### config.mk
export PLATFORM = sky130hd
export DESIGN_NAME = ppio_top
export DESIGN_NICKNAME = d
export VERILOG_FILES = /design/src/common/ppio_pkg.sv /design/src/common/ppio_bus_if.sv /design/src/design/ppio_decode.sv /design/src/design/ppio_ctrl.sv /design/src/design/ppio_top.sv
export SDC_FILE = /design/constraint.sdc
export NUM_CORES = 1
export LEC_CHECK = 0
export BUFFER_PORTS_ARGS = -buffer_cell sky130_fd_sc_hd__buf_2
export CAP_MARGIN = 20
export CORE_MARGIN = 2
export CORE_UTILIZATION = 45
export CTS_CLUSTER_SIZE = 12
export DETAILED_ROUTE_END_ITERATION = 12
export MAX_ROUTING_LAYER = met4
export PLACE_DENSITY = 0.82
export SYNTH_ARGS = -nofsm -noshare
export SYNTH_HDL_FRONTEND = slang
export SYNTH_SLANG_ARGS = --single-unit
### constraint.sdc
create_clock -name CLK -period 2.9 [get_ports CLK]
set_input_delay 0.725 -clock CLK [delete_from_list [all_inputs] [get_ports CLK]]
set_output_delay 0.725 -clock CLK [all_outputs]
set_load 0.03 [all_outputs]
### src/common/ppio_pkg.sv
// package of constants and types for the panel parallel i/o ports
package ppio_pkg;
  // i/o address map
  localparam logic [7:0] PPIO_ADDR_DISP_LO  = 8'he4;  // display/keyboard window start
  localparam logic [7:0] PPIO_ADDR_DISP_HI  = 8'he7;  // display/keyboard window end
  localparam logic [7:0] PPIO_ADDR_FIRST    = 8'he8;  // panel_port_first_data
  localparam logic [7:0] PPIO_ADDR_SECOND   = 8'he9;  // panel_port_second_data
  localparam logic [7:0] PPIO_ADDR_THIRD    = 8'hea;  // panel_port_third_data
  localparam logic [7:0] PPIO_ADDR_CTRL     = 8'heb;  // panel_port_direction_control
  // control words
  localparam logic [7:0] PPIO_CW_ALL_OUT    = 8'h80;
  localparam logic [7:0] PPIO_CW_C_LO_IN    = 8'h81;
  localparam logic [7:0] PPIO_CW_B_IN       = 8'h82;
  localparam logic [7:0] PPIO_CW_B_CLO_IN   = 8'h83;
  localparam logic [7:0] PPIO_CW_STB_OUT0   = 8'h84;
  localparam logic [7:0] PPIO_CW_STB_OUT1   = 8'h85;
  localparam logic [7:0] PPIO_CW_STB_IN0    = 8'h86;
  localparam logic [7:0] PPIO_CW_STB_IN1    = 8'h87;
  // field positions of strobes within the third port
  localparam int        PPIO_STB_REQ_BIT   = 0;  // strobe from panel (ack or load)
  localparam int        PPIO_STB_FLAG_BIT  = 1;  // buffer-full flag to panel
  localparam int        PPIO_STB_INT_BIT   = 2;  // ready indication to panel
  // reset values
  localparam logic [7:0] PPIO_DATA_RST      = 8'h00;
  localparam logic [3:0] PPIO_MODE_RST      = 4'h0;  // all inputs until first word
  // decoded direction mode
  typedef enum logic [2:0] {
    PPIO_M_SAFE   = 3'b000,  // after reset: every line input
    PPIO_M_OUT    = 3'b001,
    PPIO_M_CLO_IN = 3'b010,
    PPIO_M_B_IN   = 3'b011,
    PPIO_M_BC_IN  = 3'b100,
    PPIO_M_STBOUT = 3'b101,
    PPIO_M_STBIN  = 3'b110
  } ppio_mode_e;
  // direction enables per port group
  typedef struct packed {
    logic oe_a;
    logic oe_b;
    logic oe_chi;
    logic oe_clo;
  } ppio_dir_s;
  // map a mode to output enables
  function automatic ppio_dir_s ppio_dir_of(input ppio_mode_e m);
    ppio_dir_s d;
    d = '{oe_a: 1'b1, oe_b: 1'b1, oe_chi: 1'b1, oe_clo: 1'b1};
    unique case (m)
      PPIO_M_SAFE:   d = '{oe_a: 1'b0, oe_b: 1'b0, oe_chi: 1'b0, oe_clo: 1'b0};
      PPIO_M_OUT:    d = d;
      PPIO_M_CLO_IN: d.oe_clo = 1'b0;
      PPIO_M_B_IN:   d.oe_b = 1'b0;
      PPIO_M_BC_IN:  begin
        d.oe_b   = 1'b0;
        d.oe_clo = 1'b0;
      end
      PPIO_M_STBOUT: d.oe_clo = 1'b0;  // bits 2..0 are handshake
      PPIO_M_STBIN:  begin
        d.oe_b   = 1'b0;  // second port is the strobed input
        d.oe_clo = 1'b0;
      end
      default:       d = '{oe_a: 1'b0, oe_b: 1'b0, oe_chi: 1'b0, oe_clo: 1'b0};
    endcase
    return d;
  endfunction
endpackage

### src/common/ppio_bus_if.sv
// interface carrying decoded bus strobes between decoder and port core
`timescale 1ns/1ns
`default_nettype none
interface ppio_bus_if;
  logic       wr;     // write strobe to panel range
  logic       rd;     // read strobe to panel range
  logic [1:0] sel;    // register select within panel range
  logic [7:0] wdata;  // write data
  modport dec  (output wr, output rd, output sel, output wdata);
  modport core (input wr, input rd, input sel, input wdata);
endinterface
`default_nettype wire

### src/design/ppio_decode.sv
// i/o address decoder for the panel port window
`timescale 1ns/1ns
`default_nettype none
module ppio_decode
  import ppio_pkg::*;
(
  input  wire logic       io_wr,    // processor i/o write
  input  wire logic       io_rd,    // processor i/o read
  input  wire logic [7:0] io_addr,  // processor i/o address
  input  wire logic [7:0] io_wdata, // processor write data
  output logic            hit,      // address falls in panel window
  output logic            disp_sel, // address falls in display/keyboard window
  ppio_bus_if.dec         bus       // decoded strobes to core
);
  // panel window e8..eb; display window e4..e7 is kept out
  always_comb begin
    disp_sel  = (io_addr >= PPIO_ADDR_DISP_LO) && (io_addr <= PPIO_ADDR_DISP_HI);
    hit       = (io_addr >= PPIO_ADDR_FIRST) && (io_addr <= PPIO_ADDR_CTRL);
    bus.wr    = io_wr && hit && !disp_sel;
    bus.rd    = io_rd && hit && !disp_sel;
    bus.sel   = io_addr[1:0];
    bus.wdata = io_wdata;
  end
endmodule // ppio_decode
`default_nettype wire

### src/design/ppio_ctrl.sv
// control-word register and mode decode
`timescale 1ns/1ns
`default_nettype none
module ppio_ctrl
  import ppio_pkg::*;
(
  input  wire logic       clk,       // system clock
  input  wire logic       rst_n,     // synchronous reset, active low
  ppio_bus_if.core        bus,       // decoded strobes
  output ppio_mode_e      mode,      // current direction mode
  output logic            mode_chg   // pulse: a new control word took effect
);
  typedef struct packed {
    ppio_mode_e mode;
    logic       chg;
  } ppio_cst_s;
  ppio_cst_s st_r, st_nxt;  // state and next
  // only a write to the control register changes direction
  always_comb begin
    st_nxt     = st_r;
    st_nxt.chg = 1'b0;
    if (bus.wr && bus.sel == PPIO_ADDR_CTRL[1:0]) begin
      st_nxt.chg = 1'b1;
      unique case (bus.wdata)
        PPIO_CW_ALL_OUT:  st_nxt.mode = PPIO_M_OUT;
        PPIO_CW_C_LO_IN:  st_nxt.mode = PPIO_M_CLO_IN;
        PPIO_CW_B_IN:     st_nxt.mode = PPIO_M_B_IN;
        PPIO_CW_B_CLO_IN: st_nxt.mode = PPIO_M_BC_IN;
        PPIO_CW_STB_OUT0,
        PPIO_CW_STB_OUT1: st_nxt.mode = PPIO_M_STBOUT;
        PPIO_CW_STB_IN0,
        PPIO_CW_STB_IN1:  st_nxt.mode = PPIO_M_STBIN;
        default:          st_nxt.chg  = 1'b0;  // undefined words ignored
      endcase
    end
  end
  // register state
  always_ff @(posedge clk) begin
    if (!rst_n) begin
      st_r <= '{mode: PPIO_M_SAFE, chg: 1'b0};
    end else begin
      st_r <= st_nxt;
    end
  end
  assign mode     = st_r.mode;
  assign mode_chg = st_r.chg;
  // assertions
  a_cw_all_out: assert property (@(posedge clk) disable iff (!rst_n)
    bus.wr && bus.sel == 2'b11 && bus.wdata == PPIO_CW_ALL_OUT |=> mode == PPIO_M_OUT)
    else $error("word 80 did not select all outputs");
  a_cw_clo_in: assert property (@(posedge clk) disable iff (!rst_n)
    bus.wr && bus.sel == 2'b11 && bus.wdata == PPIO_CW_C_LO_IN |=> mode == PPIO_M_CLO_IN)
    else $error("word 81 did not select low nibble input");
  a_cw_b_in: assert property (@(posedge clk) disable iff (!rst_n)
    bus.wr && bus.sel == 2'b11 && bus.wdata == PPIO_CW_B_IN |=> mode == PPIO_M_B_IN)
    else $error("word 82 did not select second port input");
  a_cw_bc_in: assert property (@(posedge clk) disable iff (!rst_n)
    bus.wr && bus.sel == 2'b11 && bus.wdata == PPIO_CW_B_CLO_IN |=> mode == PPIO_M_BC_IN)
    else $error("word 83 did not select second port and nibble input");
  a_mode_hold: assert property (@(posedge clk) disable iff (!rst_n)
    !(bus.wr && bus.sel == 2'b11) |=> $stable(mode))
    else $error("direction changed without a control write");
  c_stb_out: cover property (@(posedge clk) disable iff (!rst_n) mode == PPIO_M_STBOUT);
  c_stb_in:  cover property (@(posedge clk) disable iff (!rst_n) mode == PPIO_M_STBIN);
endmodule // ppio_ctrl
`default_nettype wire

### src/design/ppio_top.sv
// panel parallel i/o ports: three 8-line ports behind the processor i/o bus
`timescale 1ns/1ns
`default_nettype none
////////////////////////////////////////////////////////////////////////////////
module ppio_top
  import ppio_pkg::*;
#(
  parameter int W = 8  // lines per port
)(
  input  wire logic         CLK,        // system clock, 250 MHz
  input  wire logic         RESET_N,    // synchronous reset, active low
  input  wire logic         IO_WR,      // i/o write strobe
  input  wire logic         IO_RD,      // i/o read strobe
  input  wire logic [7:0]   IO_ADDR,    // i/o port address
  input  wire logic [7:0]   IO_WDATA,   // write data
  output logic      [7:0]   IO_RDATA,   // read data, registered
  output logic              IO_RVALID,  // read data valid pulse
  output logic              DISP_SEL,   // address is display/keyboard window
  input  wire logic [W-1:0] PA_IN_N,    // first port pins in, active low
  output logic      [W-1:0] PA_OUT_N,   // first port pins out, active low
  output logic      [W-1:0] PA_OE,      // first port output enable
  input  wire logic [W-1:0] PB_IN_N,    // second port pins / latch switches in
  output logic      [W-1:0] PB_OUT_N,   // second port pins out
  output logic      [W-1:0] PB_OE,      // second port output enable
  input  wire logic [W-1:0] PC_IN_N,    // third port pins in
  output logic      [W-1:0] PC_OUT_N,   // third port pins out
  output logic      [W-1:0] PC_OE,      // third port output enable
  output logic      [W-1:0] LED_A_N,    // first port indicators, active low
  output logic      [W-1:0] LED_B_N     // second port indicators, active low
);
  ////////////////////////////////////////////////////////////////////////////
  // decode and control word
  // decode is combinational: a write acts
  // at the very next clock edge
  // the mode has a single owner, ppio_ctrl
  ppio_bus_if bus ();   // decoded strobes
  ppio_mode_e mode;     // current direction mode
  logic       mode_chg; // new word pulse
  logic       hit;      // panel window hit
  ppio_decode u_dec (
    .io_wr    (IO_WR),
    .io_rd    (IO_RD),
    .io_addr  (IO_ADDR),
    .io_wdata (IO_WDATA),
    .hit      (hit),
    .disp_sel (DISP_SEL),
    .bus      (bus.dec)
  );
  ppio_ctrl u_ctrl (
    .clk      (CLK),
    .rst_n    (RESET_N),
    .bus      (bus.core),
    .mode     (mode),
    .mode_chg (mode_chg)
  );
  ////////////////////////////////////////////////////////////////////////////
  // state
  // bin is apart from b: the panel may load
  // input while b keeps the written byte
  typedef struct packed {
    logic [W-1:0] a;      // first port output latch
    logic [W-1:0] b;      // second port output latch
    logic [W-1:0] c;      // third port output latch
    logic [W-1:0] bin;    // second port strobed-input latch
    logic         obf;    // output buffer full (strobed out)
    logic         ibf;    // input buffer full (strobed in)
    logic         stb_d;  // previous strobe level, for edge
    logic [7:0]   rdata;  // read data
    logic         rvalid; // read pulse
  } ppio_st_s;
  ppio_st_s st_r, st_nxt;
  ppio_dir_s dir;        // current output enables
  logic [W-1:0] a_in;    // pins inverted to positive logic
  logic [W-1:0] b_in;
  logic [W-1:0] c_in;
  logic         stb;     // panel strobe, positive logic
  logic         stb_fall;// strobe release edge
  logic         strobed; // a strobed mode is active
  logic [W-1:0] c_eff;   // third port value with handshake bits merged
  logic [3:0]   c_lo_rd; // third port low nibble as read back
  ////////////////////////////////////////////////////////////////////////////
  // pin polarity: negative true on every line
  // inverting once here keeps the core in
  // positive logic up to the pin drive
  always_comb begin
    a_in     = ~PA_IN_N;
    b_in     = ~PB_IN_N;
    c_in     = ~PC_IN_N;
    dir      = ppio_dir_of(mode);
    strobed  = (mode == PPIO_M_STBOUT) || (mode == PPIO_M_STBIN);
    stb      = c_in[PPIO_STB_REQ_BIT];
    stb_fall = st_r.stb_d && !stb;
  end
  ////////////////////////////////////////////////////////////////////////////
  // third port: handshake bits driven by the core in strobed modes
  // flags replace latch bits 2..1 so a data
  // write cannot fake a handshake
  always_comb begin
    c_eff = st_r.c;
    if (mode == PPIO_M_STBOUT) begin
      c_eff[PPIO_STB_FLAG_BIT] = st_r.obf;
      c_eff[PPIO_STB_INT_BIT]  = !st_r.obf;
    end else if (mode == PPIO_M_STBIN) begin
      c_eff[PPIO_STB_FLAG_BIT] = st_r.ibf;
      c_eff[PPIO_STB_INT_BIT]  = st_r.ibf;
    end
    // low nibble as read: pins where input,
    // handshake flags where the core drives
    c_lo_rd = c_eff[3:0];
    if (!dir.oe_clo) begin
      c_lo_rd = strobed ? {c_in[3], c_eff[2:1], c_in[0]} : c_in[3:0];
    end
  end
  ////////////////////////////////////////////////////////////////////////////
  // next state: latches, handshake flags, read mux
  // branch order is priority, the later branch wins:
  // word change, panel edge, write, read, then load
  always_comb begin
    st_nxt        = st_r;
    st_nxt.rvalid = 1'b0;
    st_nxt.stb_d  = stb;
    // a new word restarts the handshake with empty buffers
    if (mode_chg) begin
      st_nxt.obf = 1'b0;
      st_nxt.ibf = 1'b0;
    end
    // panel side of the handshake; a same-cycle set below wins over this clear
    if (mode == PPIO_M_STBOUT && stb_fall) begin
      st_nxt.obf = 1'b0;
    end
    // writes to the data latches
    if (bus.wr) begin
      unique case (bus.sel)
        2'b00: st_nxt.a = bus.wdata[W-1:0];
        2'b01: begin
          st_nxt.b = bus.wdata[W-1:0];
          if (mode == PPIO_M_STBOUT) st_nxt.obf = 1'b1;
        end
        2'b10: st_nxt.c = bus.wdata[W-1:0];
        2'b11: st_nxt.c = st_r.c;  // control word, handled in ppio_ctrl
      endcase
    end
    // reads: output latches read back, inputs read the pins, the strobed input reads its latch
    if (bus.rd) begin
      st_nxt.rvalid = 1'b1;
      unique case (bus.sel)
        2'b00: st_nxt.rdata = dir.oe_a ? st_r.a : a_in;
        2'b01: begin
          if (mode == PPIO_M_STBIN) begin
            st_nxt.rdata = st_r.bin;
            st_nxt.ibf   = 1'b0;
          end else begin
            st_nxt.rdata = dir.oe_b ? st_r.b : b_in;
          end
        end
        2'b10: st_nxt.rdata = {dir.oe_chi ? c_eff[7:4] : c_in[7:4], c_lo_rd};
        2'b11: st_nxt.rdata = 8'h00; // control register is write only
      endcase
    end
    // strobed input: panel strobe loads the second port; load beats read clear
    if (mode == PPIO_M_STBIN && stb && !st_r.stb_d) begin
      st_nxt.bin = b_in;
      st_nxt.ibf = 1'b1;
    end
  end
  ////////////////////////////////////////////////////////////////////////////
  // register all state
  // stb_d resets low, like the idle strobe pin
  always_ff @(posedge CLK) begin
    if (!RESET_N) begin
      st_r <= '0;
    end else begin
      st_r <= st_nxt;
    end
  end
  ////////////////////////////////////////////////////////////////////////////
  // pin drive: logic one shows as low level; strobes lines 2..1 driven in strobed modes
  // a released line floats high, logic zero,
  // so wire-anding with the panel is safe
  always_comb begin
    PA_OUT_N  = ~st_r.a;
    PB_OUT_N  = ~st_r.b;
    PC_OUT_N  = ~c_eff;
    PA_OE     = {W{dir.oe_a}};
    PB_OE     = {W{dir.oe_b}};
    PC_OE     = {{4{dir.oe_chi}}, {4{dir.oe_clo}}};
    if (strobed) begin
      PC_OE[PPIO_STB_FLAG_BIT] = 1'b1;
      PC_OE[PPIO_STB_INT_BIT]  = 1'b1;
    end
    // indicators show the line value, output latch or switch input
    LED_A_N   = dir.oe_a ? ~st_r.a : PA_IN_N;
    LED_B_N   = dir.oe_b ? ~st_r.b : PB_IN_N;
    IO_RDATA  = st_r.rdata;
    IO_RVALID = st_r.rvalid;
  end
  ////////////////////////////////////////////////////////////////////////////
  // assertions
  // they watch pins and flags, and inside the core
  // the mode, bus strobes and latches
  a_disp_excluded: assert property (@(posedge CLK) disable iff (!RESET_N)
    IO_ADDR >= 8'he4 && IO_ADDR <= 8'he7 |-> !bus.wr && !bus.rd)
    else $error("display window reached panel ports");
  a_panel_write: assert property (@(posedge CLK) disable iff (!RESET_N)
    IO_WR && IO_ADDR == 8'he8 |=> PA_OUT_N == ~$past(IO_WDATA))
    else $error("first port write not latched");
  a_active_low: assert property (@(posedge CLK) disable iff (!RESET_N)
    IO_WR && IO_ADDR == 8'he9 && (&PB_OE) |=> LED_B_N == ~$past(IO_WDATA))
    else $error("indicator polarity wrong");
  a_reset_safe: assert property (@(posedge CLK)
    !RESET_N |=> PA_OE == '0 && PB_OE == '0 && PC_OE == '0)
    else $error("ports not inputs after reset");
  a_readback: assert property (@(posedge CLK) disable iff (!RESET_N)
    IO_RD && IO_ADDR == 8'he8 && PA_OE[0] && !IO_WR |=> IO_RVALID && IO_RDATA == st_r.a)
    else $error("output port read back wrong");
  a_b_input: assert property (@(posedge CLK) disable iff (!RESET_N)
    mode == PPIO_M_B_IN |-> PB_OE == '0 && PA_OE == {W{1'b1}})
    else $error("second port not input in mode 82");
  a_clo_input: assert property (@(posedge CLK) disable iff (!RESET_N)
    mode == PPIO_M_CLO_IN |-> PC_OE == 8'hf0)
    else $error("third port nibble directions wrong");
  a_all_out: assert property (@(posedge CLK) disable iff (!RESET_N)
    mode == PPIO_M_OUT |-> (&PA_OE) && (&PB_OE) && (&PC_OE))
    else $error("not all outputs in mode 80");
  a_obf_set: assert property (@(posedge CLK) disable iff (!RESET_N)
    mode == PPIO_M_STBOUT && bus.wr && bus.sel == 2'b01 |=> st_r.obf)
    else $error("strobed output flag not set");
  // direction of the remaining modes
  a_bc_input: assert property (@(posedge CLK) disable iff (!RESET_N)
    mode == PPIO_M_BC_IN |-> PB_OE == '0 && PC_OE == 8'hf0)
    else $error("mode 83 directions wrong");
  a_stbout_dir: assert property (@(posedge CLK) disable iff (!RESET_N)
    mode == PPIO_M_STBOUT |-> (&PB_OE) && PC_OE == 8'hf6)
    else $error("strobed output directions wrong");
  a_stbin_dir: assert property (@(posedge CLK) disable iff (!RESET_N)
    mode == PPIO_M_STBIN |-> PB_OE == '0 && PC_OE == 8'hf6)
    else $error("strobed input directions wrong");
  // handshake flags and their pins
  a_ibf_load: assert property (@(posedge CLK) disable iff (!RESET_N)
    mode == PPIO_M_STBIN && stb && !st_r.stb_d
    |=> st_r.ibf && st_r.bin == $past(b_in))
    else $error("strobe did not load the input buffer");
  a_ibf_read: assert property (@(posedge CLK) disable iff (!RESET_N)
    mode == PPIO_M_STBIN && bus.rd && bus.sel == 2'b01 && !stb |=> !st_r.ibf)
    else $error("read did not empty the input buffer");
  a_obf_clear: assert property (@(posedge CLK) disable iff (!RESET_N)
    mode == PPIO_M_STBOUT && stb_fall && !bus.wr |=> !st_r.obf)
    else $error("panel strobe did not empty the output buffer");
  a_hshk_pins: assert property (@(posedge CLK) disable iff (!RESET_N)
    mode == PPIO_M_STBOUT |-> {PC_OUT_N[2], PC_OUT_N[1]} == {st_r.obf, !st_r.obf})
    else $error("handshake pins do not follow the flag");
  // indicators and the reserved window
  a_led_input: assert property (@(posedge CLK) disable iff (!RESET_N)
    !PB_OE[0] |-> LED_B_N == PB_IN_N)
    else $error("indicators do not show the switches");
  a_disp_no_read: assert property (@(posedge CLK) disable iff (!RESET_N)
    IO_RD && DISP_SEL |=> !IO_RVALID)
    else $error("display window answered a read");
  c_read_pin:   cover property (@(posedge CLK) disable iff (!RESET_N) IO_RVALID && !PB_OE[0]);
  c_load_in:    cover property (@(posedge CLK) disable iff (!RESET_N) st_r.ibf);
  c_disp_hit:   cover property (@(posedge CLK) disable iff (!RESET_N) DISP_SEL && IO_WR);
endmodule // ppio_top
`default_nettype wire

# Yosys cells after proc, flatten, opt, wreduce, memory -nomap -nowiden
# Index checks and enable logic that the tools add are counted.
classes:
  n_lt_le_gt_ge: 4
  n_eq_ne: 17
  muxes: 27
  n_bitwise: 6
  reduce_logical: 29
ops:
  columns: ["operator", "n"]
  rows:
  - ["equality test 8 bit (second input constant)", 8]
  - ["NOT 8 bit", 6]
  - ["2-to-1 mux 8 bit", 5]
  - ["one-hot mux 8 bit (4 select lines)", 1]
  - ["one-hot mux 3 bit (6 select lines)", 1]
  - [">= comparator 8 bit (second input constant)", 2]
  - ["less-or-equal comparator 8 bit (second input constant)", 2]
  - ["2-to-1 mux 1 bit", 13]
  - ["logical AND 1 bit", 11]
  - ["AND reduction 2 bit", 5]
  - ["equality test 3 bit (second input constant)", 3]
  - ["2-to-1 mux 2 bit", 4]
  - ["2-to-1 mux 4 bit", 2]
  - ["OR reduction 8 bit", 1]
  - ["equality test 3 x 2 -> 1 bit (second input constant)", 2]
  - ["nonzero test 6 bit", 1]
  - ["OR reduction 2 bit", 3]
  - ["OR reduction 6 bit", 1]
  - ["equality test 2 bit (second input constant)", 2]
  - ["logical NOT 1 bit", 4]
  - ["equality test 3 x 1 -> 1 bit (second input constant)", 1]
  - ["2-to-1 mux 3 bit", 1]
  - ["OR reduction 3 bit", 1]
  - ["equality test 2 x 1 -> 1 bit (second input constant)", 1]
  - ["other kinds (2)", 2]
word_totals:
  reg_bits: 48
  inputBits: 44
  out_inout_bits: 74
  word_cells: 94

# Depth between registers and ports, before layout
# Gate-level depths: netlist (run 1).
depth:
  word_depth: 8
  mapped_depth: 9

# By module
# Synthesis (run 1) repeated with hierarchy kept, for this count alone.
hier_totals:
  hier_cells: 424
  hier_area_um2: 3335.7
modules_own_cells:
  columns: ["mod", "n_inst", "cells_each", "area_per_inst_um2", "seq_area_each_um2"]
  rows:
  - ["ppio_top", 1, 387, 2986.6, 880.8]
  - ["ppio_ctrl", 1, 20, 202.7, 80.1]
  - ["ppio_decode", 1, 17, 146.4, 0.0]

# Worst setup path before layout (run 1)
# Ideal clock, no wire load.
synth_path:
  kind: "flip-flop to output port"
  from: "register u_ctrl.st_r, in the netlist u_ctrl.mode[0]"
  to: "output LED_A_N[0]"
  arrival_time_ns: 2.134
  t_required_ns: 2.175
  path_slack_ns: 0.041
  path_stages_with_launch: 8
  path_buffers: 1
  cell_sequence: "dfxtp_1 -> inv_1 -> ha_1 -> a21oi_1 -> and2_1 -> clkbuf_1 -> inv_1 -> a21oi_1"
synth_via:
  elab_chain_len: 4
  word_cells_on_any_way: 9
synth_lines:
  columns: ["element", "line", "source"]
  rows:
  - ["start, declared", "ppio_ctrl.sv:17", "ppio_cst_s st_r, st_nxt;"]
  - ["start signal, assigned", "ppio_ctrl.sv:40", "st_r <= '{mode: PPIO_M_SAFE, chg: 1'b0};"]
  - ["start signal, assigned", "ppio_ctrl.sv:42", "st_r <= st_nxt;"]
  - ["equality test 3 bit, or another cell as far along", "ppio_pkg.sv:47", "unique case (m)"]
  - ["OR reduction 6 bit (no line) (*)", null, null]
  - ["2-to-1 mux 1 bit (*)", "ppio_pkg.sv:47", null]
  - ["net PA_OE[0]", "ppio_top.sv:21", "output logic [W-1:0] PA_OE,"]
  - ["2-to-1 mux 8 bit (*)", "ppio_top.sv:192", "LED_A_N = dir.oe_a ? ~st_r.a : PA_IN_N;"]
  - ["end, declared", "ppio_top.sv:28", "output logic [W-1:0] LED_A_N,"]
# The timed path passes the listed nets; every way through them passes the cells marked *.

# Worst setup path in the final report (run 1)
layout_path:
  from: "register u_ctrl.st_r, in the netlist u_ctrl.mode[0]"
  to: "output LED_B_N[4]"
layout_via:
  elab_chain_len: 4
  word_cells_on_any_way: 6
layout_lines:
  columns: ["element", "line", "source"]
  rows:
  - ["equality test 3 bit, or another cell as far along", "ppio_pkg.sv:47", null]
  - ["OR reduction 3 bit (no line) (*)", null, null]
  - ["2-to-1 mux 1 bit (*)", "ppio_pkg.sv:47", null]
  - ["2-to-1 mux 8 bit (*)", "ppio_top.sv:193", "LED_B_N = dir.oe_b ? ~st_r.b : PB_IN_N;"]
  - ["end, declared", "ppio_top.sv:29", "output logic [W-1:0] LED_B_N"]
# Every way passes the cells marked *; elsewhere a longest branch is shown, timed or not.

==> results_dict.tcl, run 1 <==
set metrics [dict create \
    power_uw 1198 \
    wl_per_cell_um 14.70 \
    yosys_warnings 0 \
    post-route-period-util 0.9656 \
    syn-cell-area_mm2 0.002686 \
    yosys.cell_types.count 45 \
    cts_max_path_buffers 2 \
    cts-hold-fix-buffers 0 \
    antenna_found_initial 0 \
    synth_cells 332 \
    startpoint_type "flip-flop" \
    die_w_um 81.27 \
    synth-edff-count 0 \
    synthAdderAreaFrac 0.02329 \
    cts_tree "yes" \
    crit_fanout 15 \
    synth_compound_area_frac 0.1914 \
    finalMaxSlewViolations 0 \
    rsz0062_at_grt "yes" \
    p_leak_uw 0.001394 \
    root_buffer "clkbuf_8" \
    n_antenna_cell 0 \
    routed_via_density 5.302 \
    dpl.hpwl_mm 5.810 \
    grt_start_max_net_pins 29 \
    initial_core_util 0.4592 \
    cts.sink_count 48 \
    power_density_mw_per_mm2 368.6 \
    postPlaceCellArea_mm2 0.003137 \
    fin_ws_ns 0.09990 \
    io-pin-count 118 \
    ys.flop_type "dfxtp_1" \
    crit_required_ns 2.17 \
    route.detailed.drc 0 \
    rows 28 \
    crit_type "reg2out" \
    htreeDepth 2 \
    synth_xor_area_frac 0.003260 \
    crit_family "buffers and inverters" \
    critPathBufInv 3 \
    track_usage 0.2250 \
    syn_to_final_growth_pct 21.01 \
    fmax_ghz 0.3571 \
    worst_pin_slew_ns 0.9081 \
    port_buffers 117 \
    yosys.area_share.simple 0.1872 \
    layout.nets 470 \
    synth_nets 381 \
    cp_cell_sequence "inv_1 > ha_1 > nor2b_1 > nor2_2 > inv_2 > a21oi_1 > buf_2" \
    synth_top_family_by_area "compound AO/OA/AOI/OAI gates" \
    drv_cap 0 \
    cts_buffers 5 \
    skew_ns 0.007285 \
    async_flop_share 0 \
    dieArea_mm2 0.006604 \
    irDropWorstVdd_mv 0.2370 \
    pwr-share-comb 0.118 \
    clock_latency_ns 0.30 \
    die_height_um 81.27 \
    drt.antenna.violating_nets 0 \
    dr_total_vias 2635 \
    drt_iter0_markers 160 \
    clk_pin_slew_ns 0.09 \
    drt_pass1_iterations 4 \
    fin_crit_ns 2.800 \
    worstHoldPathType "reg2reg" \
    p_sw_uw 315.0 \
    p_int_uw 883.1 \
    utilization 0.5556 \
    drive_gt1_frac 0.3412 \
    pre_cts_slack_ns 0.2733 \
    coreArea_mm2 0.005851 \
    grt_pass1_vias 2270 \
    synth.area.mux_share 0.09315 \
    seq_area_frac_synth 0.3577 \
    status "completed" \
    wl_mm 7.304 \
    setup_viol 0 \
    end_kind "output pin" \
    grt_pass1_wl_mm 10.95 \
    cpPeakStageDelay_ns 0.41 \
    slowest_stage "dfxtp_1" \
    grt-ovfl-total 0 \
    relSlewSlack 0.3940 \
    seqPwrFrac 0.552 \
    synth_seq_cells 48 \
    postLayoutCellArea_mm2 0.003251 \
    avgSynthCellArea_um2 8.091 \
    gp_congestion 0.9425 \
    finalHoldViolations 0 \
    clockPowerShare 0.330 \
    p_sw_frac 0.2629 \
    cp.arrival_ns 2.08 \
]
==> state kept, by name, indices dropped and copies added, names as in the netlist <==
| signal | flops |
|---|---|
| IO_RDATA | 8 |
| IO_RVALID | 1 |
| c_eff | 6 |
| st_r | 29 |
| u_ctrl.mode | 3 |
| u_ctrl.mode_chg | 1 |
==> cell type report <==
cell class / count / area [um^2]
inverter: 32 / 123.9
fill: 541 / 2600
timing repair buffer: 123 / 639.4
tap: 75 / 93.84
multi-input combinational: 211 / 1348
clock inverter: 1 / 8.758
sequential: 48 / 960.9
clock buffer: 7 / 76.32
==> synthesized netlist by cell type (2+ instances only) <==
cell type | n | area, um^2
nand2_1 | 14 | 52.55
or2_2 | 2 | 12.51
a211oi_1 | 11 | 82.58
dfxtp_1 | 48 | 960.9
and4b_1 | 2 | 20.02
inv_1 | 31 | 116.4
nand3_1 | 7 | 35.03
nand2b_1 | 5 | 31.28
o21ai_0 | 17 | 85.08
clkbuf_1 | 10 | 37.54
buf_2 | 2 | 10.01
nor2_1 | 44 | 165.2
buf_4 | 28 | 210.2
nor3_1 | 8 | 40.04
ha_1 | 5 | 62.56
nor3_2 | 2 | 20.02
o21a_1 | 5 | 37.54
mux2i_1 | 25 | 250.2
nor2b_1 | 4 | 25.02
nor2_2 | 3 | 18.77
o211ai_1 | 11 | 82.58
a21oi_1 | 19 | 95.09
a31oi_1 | 7 | 43.79
==> final timing paths <==
| kind | from | end | slack [ns] | cells after the start |
|---|---|---|---|---|
| hold reg to reg | st_r[11] | st_r[11] | 0.49 | 2 |
| setup / recovery | u_ctrl.mode[0] | LED_B_N[4] | 0.1 | 7 |
| setup reg to reg | u_ctrl.mode[0] | IO_RDATA[0] | 0.85 | 8 |
| hold / removal | st_r[11] | st_r[11] | 0.49 | 2 |
==> power groups by stage <==
stage	Clock, uW	Sequential (uW)	Combinational, uW
6_report	395	662	142
5_1_grt	429	662	153
4_1_cts	399	662	140
3_5_place_dp	0	677	140
3_3_place_gp	0	677	139
2_1_floorplan	0	677	73.1
==> stage by stage <==
step / hold WS [ns] / setup TNS, ns / instances
after floorplan: 0.4413 / 0 / 332
after global placement: 0.4692 / 0 / 488
after detailed placement: 0.4772 / 0 / 488
after CTS: 0.4902 / 0 / 496
after global routing: 0.5083 / -0.2300 / 497
final: 0.4914 / 0 / 497
==> worst register-to-register path: cells and delay by family (launching register included) <==
family / cells / cell delay, ns
compound gates: 4 / 0.79
flops: 1 / 0.41
buf+inv: 2 / 0.27
fa+ha+maj: 1 / 0.26
simple gates: 1 / 0.17
==> placed cells by master, fill, tap and decap left out, drive strengths merged, types with 2 or more instances in the layout <==
master	netlist	routed
buf	30	123
dfxtp	48	48
nor2	47	47
inv	32	31
mux2i	25	25
a21oi	19	19
o21ai	18	18
nand2	14	14
a211oi	12	12
o211ai	11	11
nor3	10	10
nand3	7	7
a31oi	7	7
clkbuf	10	7
nand2b	5	5
o21a	5	5
ha	5	5
nor2b	4	4
or2	2	2
and4b	2	2
nand4b	2	2
==> logic make-up after synthesis <==
kind of cell,after synthesis
and+or+nand+nor,100
xor gates and xnor gates,1
muxes,25
adders and majority gates,5
DFF,48
AOI/OAI and AO/OA,80
buffers and inverters,73
==> per-layer routing <==
layer | global-route usage | wire length, um | vias up | share of wire
li1 | - | - | 1294 | -
met1 | 0.2897 | 3077 | 1217 | 0.42
met2 | 0.3451 | 3559 | 111 | 0.49
met3 | 0.03111 | 506 | 13 | 0.069
met4 | 0.1119 | 161 | 0 | 0.022
met5 | - | 0 | - | 0
==> timing repair <==
| item | in CTS | in global routing |
|---|---|---|
| setup buffers | 0 | 1 |
| resized for setup | 2 | 7 |
| endpoints found under the setup margin | 6 | 13 |
Note: power is estimated with default switching activity, not from simulation.
==> inputs of run 2 (changes only) <==
Settings changed: SETUP_SLACK_MARGIN from default to 0.2.
==> run 2 against run 1 <==
  * Via count increased by 5.1%
  * Combinational power grew 6%
  * Sequential share of layout area is 1.4 points lower
  * Flip-flop and latch count unchanged
  * Maximum frequency up 3.5%
  * Cell count up 1.2%
==> results_dict.tcl, run 2 (synthesized netlist as in run 1, its figures left out) <==
set metrics [dict create \
    status "completed" \
    cts_buffers 5 \
    drt_pass1_iterations 5 \
    grt_pass1_wl_mm 11.34 \
    drt_iter0_markers 169 \
    relSlewSlack 0.4029 \
    rows 28 \
    hp-start "IO_RDATA[0]" \
    die_height_um 81.27 \
    layout.nets 476 \
    cts.sink_count 48 \
    place_inst 489 \
    end_kind "output pin" \
    drive_gt1_frac 0.3855 \
    final_common_cell "buf_2" \
    largest_reg_flops 29 \
    skew_ns 0.006610 \
    holdPathEnd "IO_RDATA[0]" \
    cts-hold-fix-buffers 0 \
    r2r-end "IO_RDATA[0]" \
    crit_required_ns 2.17 \
    reg2reg_from "u_ctrl.mode[0]" \
    finalMaxSlewViolations 0 \
    crit_fanout 5 \
    seq_area_um2 965.9 \
    grt-ovfl-total 0 \
    fin_crit_ns 2.705 \
    root_buffer "clkbuf_8" \
    dr_total_vias 2770 \
    setup-tns-final_ns 0 \
    drt.antenna.violating_nets 0 \
    irDropWorstVdd_mv 0.1952 \
    grt_pass1_vias 2368 \
    power_density_mw_per_mm2 387.0 \
    dieArea_mm2 0.006604 \
    whs_path_depth 2 \
    clock_latency_ns 0.31 \
    io-pin-count 118 \
    p_leak_uw 0.001470 \
    rsz0062_at_grt "yes" \
    postPlaceCellArea_mm2 0.003148 \
    dpl.hpwl_mm 5.822 \
    coreArea_mm2 0.005851 \
    wl_mm 7.953 \
    gp_congestion 0.9373 \
    die_w_um 81.27 \
    antenna_found_initial 0 \
    fillers 521 \
    layout_common_cells "buf_2, dfxtp_1, nor2_1" \
    grt_start_max_net_pins 30 \
    finalHoldViolations 0 \
    postLayoutCellArea_mm2 0.003431 \
    port_buffers 117 \
    n_antenna_cell 0 \
    initial_core_util 0.4592 \
    rr_worst_depth 8 \
    setup_viol 0 \
    worstHoldPathType "reg2reg" \
    utilization 0.5864 \
    syn_to_final_growth_pct 27.71 \
    crit_type "reg2out" \
    wl_per_cell_um 15.81 \
    cp.arrival_ns 1.98 \
    multi_input_area_mm2 0.001396 \
    reg2reg_slack_ns 0.93 \
    htreeDepth 2 \
    drv_cap 0 \
    cts_tree "yes" \
    post-route-period-util 0.9328 \
    largest-register "st_r" \
    clk_pin_slew_ns 0.09 \
    route.detailed.drc 0 \
    worst_pin_slew_ns 0.8947 \
    fmax_ghz 0.3697 \
    track_usage 0.2298 \
    stdcell_count 503 \
    startpoint_type "flip-flop" \
    routed_via_density 5.507 \
    cts_max_path_buffers 2 \
]
run 2: cell count changes in the layout (fill, tap and decap cells not counted), moves of 2 or more:
cell,previous run,this run
a21oi_1,18,11
buf_2,115,107
clkbuf_1,2,0
a21oi_2,1,6
buf_4,7,19
dfxtp_1,48,46
a21oi_4,0,2
run 2: how the worst max path moves through the flow:
| stage | cells after the start | start | endpoint | slack (ns) |
|---|---|---|---|---|
| 2_1_floorplan | 7 | u_ctrl.mode[0] | LED_A_N[0] | 0.21 |
| 3_3_place_gp | 8 | u_ctrl.mode[0] | LED_A_N[5] | 0.40 |
| 3_5_place_dp | 8 | u_ctrl.mode[0] | LED_A_N[7] | 0.32 |
| 4_1_cts | 7 | u_ctrl.mode[0] | LED_B_N[6] | 0.20 |
| 5_1_grt | 7 | u_ctrl.mode[0] | LED_B_N[6] | 0.14 |
| 6_report | 8 | u_ctrl.mode[0] | LED_B_N[2] | 0.19 |
run 2: where the power goes:
part	internal, uW	switching, uW	total (uW)
Sequential	659	1.43	661
Combinational	55.3	95.6	151
Clock	282	234	516
run 2: cell type report:
class                           instances  area share
Clock inverter                          2     0.01131
Sequential cell                        48      0.2815
Multi-Input combinational cell        211      0.4070
Tap cell                               75     0.02735
Clock buffer                            6     0.02407
Timing Repair Buffer                  129      0.2130
Inverter                               32     0.03574
run 2: through the flow:
stage | worst slack (ns) | power (uW) | hold WS [ns]
finish | 0.1948 | 1328 | 0.4944
global route | 0.1427 | 1364 | 0.5088
CTS | 0.2017 | 1325 | 0.4890
detailed placement | 0.3228 | 817.4 | 0.4725
global placement | 0.3999 | 817.0 | 0.4623
floorplan | 0.2133 | 750.2 | 0.4413
run 2: what timing repair did:
item | CTS | global route
cloned | 0 | 1
setup buffers | 0 | 5
setup endpoints to repair | 13 | 15
resized for setup | 14 | 25
pin swaps | 0 | 1
run 2: routing by layer:
| layer | vias to the layer above | track usage | wire [um] |
|---|---|---|---|
| li1 | 1309 | - | - |
| met1 | 1300 | 0.2847 | 3216 |
| met2 | 141 | 0.3705 | 3932 |
| met3 | 20 | 0.04444 | 643 |
| met4 | 0 | 0.08475 | 160 |
| met5 | - | - | 0 |
run 2: critical path, cell delays in order, from the launching register on:
cell,delay (ns)
dfxtp_4,0.36
inv_1,0.08
ha_1,0.23
nor2b_2,0.20
nor2_2,0.08
buf_4,0.16
buf_4,0.13
o21ai_0,0.23
buf_4,0.21
==> inputs of run 3 (changes only) <==
Settings changed: ABC_AREA from default to 1, CTS_BUF_LIST from default to sky130_fd_sc_hd__clkbuf_4 sky130_fd_sc_hd__clkbuf_8 sky130_fd_sc_hd__clkbuf_16, PLACE_DENSITY 0.82 to 0.81.
==> run 3 against run 2 <==
  * First-iteration DRC count up 110%
  * Setup slack better by 0.12 ns
  * Sequential power about the same
  * Die area up 5.9%
  * Non-clock buffer count down 4
  * Synthesized cell count up 34%
  * Wire length up 12%
  * Clock skew up 0.00058 ns
  * Via count up 13%
  * Maximum frequency up 4.8%
==> results_dict.tcl, run 3 <==
set metrics [dict create \
    largest-register "st_r" \
    utilization 0.5553 \
    rr_worst_depth 11 \
    cts_tree "yes" \
    drt.antenna.violating_nets 0 \
    post-route-period-util 0.8903 \
    cts_max_path_buffers 2 \
    synth_cells 446 \
    postLayoutCellArea_mm2 0.003466 \
    track_usage 0.2615 \
    place_inst 606 \
    critPathBufInv 3 \
    finalMaxSlewViolations 0 \
    setup_viol 0 \
    die_height_um 83.64 \
    drt_pass1_iterations 5 \
    yosysTopAreaCell "dfxtp_1" \
    p_leak_uw 0.001749 \
    skew_ns 0.007195 \
    root_buffer "clkbuf_8" \
    setup-tns-final_ns 0 \
    crit_type "reg2out" \
    synthTopCellsByCount "nand2_1, nor2_1, inv_1, dfxtp_1, nand3_1" \
    finalHoldViolations 0 \
    stdcell_count 615 \
    syn-cell-area_mm2 0.002854 \
    end_kind "output pin" \
    postPlaceCellArea_mm2 0.003316 \
    grt-ovfl-total 0 \
    dpl.hpwl_mm 6.823 \
    die_w_um 83.64 \
    synth_area_leaders "dfxtp_1, nand2_1, nor2_1" \
    irDropWorstVdd_mv 0.3783 \
    drv_cap 0 \
    yosys.cell_types.count 26 \
    cts.sink_count 48 \
    n_antenna_cell 0 \
    dieArea_mm2 0.006995 \
    largest_reg_flops 29 \
    coreArea_mm2 0.006241 \
    grt_pass1_vias 2956 \
    rows 29 \
    cts-hold-fix-buffers 0 \
    io-pin-count 118 \
    clk_pin_slew_ns 0.09 \
    avgSynthCellArea_um2 6.399 \
    grt_start_max_net_pins 38 \
    synth_nets 495 \
    syn_to_final_growth_pct 21.44 \
    crit_family "buffers and inverters" \
    startpoint_type "flip-flop" \
    cpPeakStageDelay_ns 0.37 \
    relSlewSlack 0.5815 \
    drt_iter0_markers 350 \
    htreeDepth 2 \
    initial_core_util 0.4573 \
    status "completed" \
    antenna_found_initial 0 \
    routed_via_density 5.102 \
    crit_required_ns 2.17 \
    async_flop_share 0 \
    clock_latency_ns 0.32 \
    worst_pin_slew_ns 0.6254 \
    power_density_mw_per_mm2 387.7 \
    ys.flop_type "dfxtp_1" \
    whs_ns 0.4764 \
    layout_common_cells "buf_2, nand2_1, nor2_1" \
    wl_mm 8.923 \
    cp_cell_sequence "inv_1 > ha_1 > inv_1 > nand3_4 > o21ai_0 > buf_2" \
    final_common_cell "buf_2" \
    fmax_ghz 0.3873 \
    synth_seq_cells 48 \
    cts_buffers 5 \
    rsz0062_at_grt "no" \
    wl_per_cell_um 14.51 \
    crit_top_cell "inv_1" \
    critPathCapture "LED_A_N[3]" \
    grt_pass1_wl_mm 14.24 \
    reg2reg_from "u_ctrl.mode[0]" \
    drive_gt1_frac 0.2732 \
    yosysTopAreaCellShare 0.3367 \
    seq_area_frac_synth 0.3367 \
    synth-edff-count 0 \
    worstSetupPathDepth 6 \
    fin_crit_ns 2.582 \
    port_buffers 117 \
    worstHoldPathType "reg2reg" \
    yosys_warnings 0 \
    startpoint "u_ctrl.mode[1]" \
    route.detailed.drc 0 \
    yosysMostFrequentCell "nand2_1" \
    layout.nets 586 \
    slowest_stage "dfxtp_1" \
    r2r-end "IO_RDATA[1]" \
    crit_fanout 10 \
    cp.arrival_ns 1.86 \
    dr_total_vias 3138 \
    reg2reg_slack_ns 1.00 \
    gp_congestion 0.9306 \
]
==> run 3: timing repair <==
action                                  4_1_cts  5_1_grt
endpoints found under the setup margin        3       15
buffers inserted                              0        1
resized for setup                             1        5
pin swaps                                     0        1
==> run 3: final cells by class <==
class | instances | area, um^2
well taps | 77 | 96.34
inverters | 66 | 251.5
clock inverters | 2 | 38.79
multi-input cells | 291 | 1385
repair buffers | 125 | 649.4
clock buffers | 6 | 82.58
flip-flops and latches | 48 | 962.2
fillers | 652 | 2775
==> run 3: cells by family (layout without fill, tap and decap cells) <==
logic type	after synthesis	in the layout	synth area share
flip-flops	48	48	0.3367
XOR/XNOR	1	1	0.003069
AND/OR/NAND/NOR	217	217	0.3349
AO/OA/AOI/OAI	68	68	0.1206
adder cells (fa/ha/maj)	5	5	0.02192
buffers and inverters	107	199	0.1828
==> run 3: through the flow <==
stage / power [uW] / setup slack (ns)
floorplan: 764.0 / 0.2128
global placement: 833.6 / 0.5769
detailed placement: 835.0 / 0.5262
finish: 1344 / 0.3182
CTS: 1343 / 0.2133
global route: 1392 / 0.2377
==> run 3: how the worst min path moves through the flow <==
stage | from | end | slack [ns] | depth (start not counted)
3_3_place_gp | IO_RDATA[1] | IO_RDATA[1] | 0.46 | 2
4_1_cts | IO_RDATA[1] | IO_RDATA[1] | 0.48 | 2
3_5_place_dp | IO_RDATA[1] | IO_RDATA[1] | 0.46 | 2
5_1_grt | IO_RDATA[1] | IO_RDATA[1] | 0.53 | 2
2_1_floorplan | IO_RDATA[1] | IO_RDATA[1] | 0.45 | 2
6_report | IO_RDATA[1] | IO_RDATA[1] | 0.48 | 2
==> run 3: report_power, final <==
group	total (uW)	switching (uW)	internal [uW]
clock network	522	240	282
logic	160	104	55.4
registers	662	1.61	661
==> run 3: metal layers <==
metal  vias up  GRT usage  routed length, um
met5         -          -                  0
met4         0    0.09384                212
met3        24    0.06034                788
met2       158     0.4022               4145
met1      1391     0.3381               3776
li1       1565          -                  -
==> run 3: worst register-to-register path, stage by stage (launching register included) <==
cell and delay (ns):
dfxtp_2 0.37, inv_1 0.07, ha_1 0.25, nand2_1 0.20
inv_2 0.13, nor2_2 0.36, nand3_1 0.16, nand2_1 0.10
inv_1 0.05, nand2_1 0.05, nand2_1 0.04, nand2_1 0.05
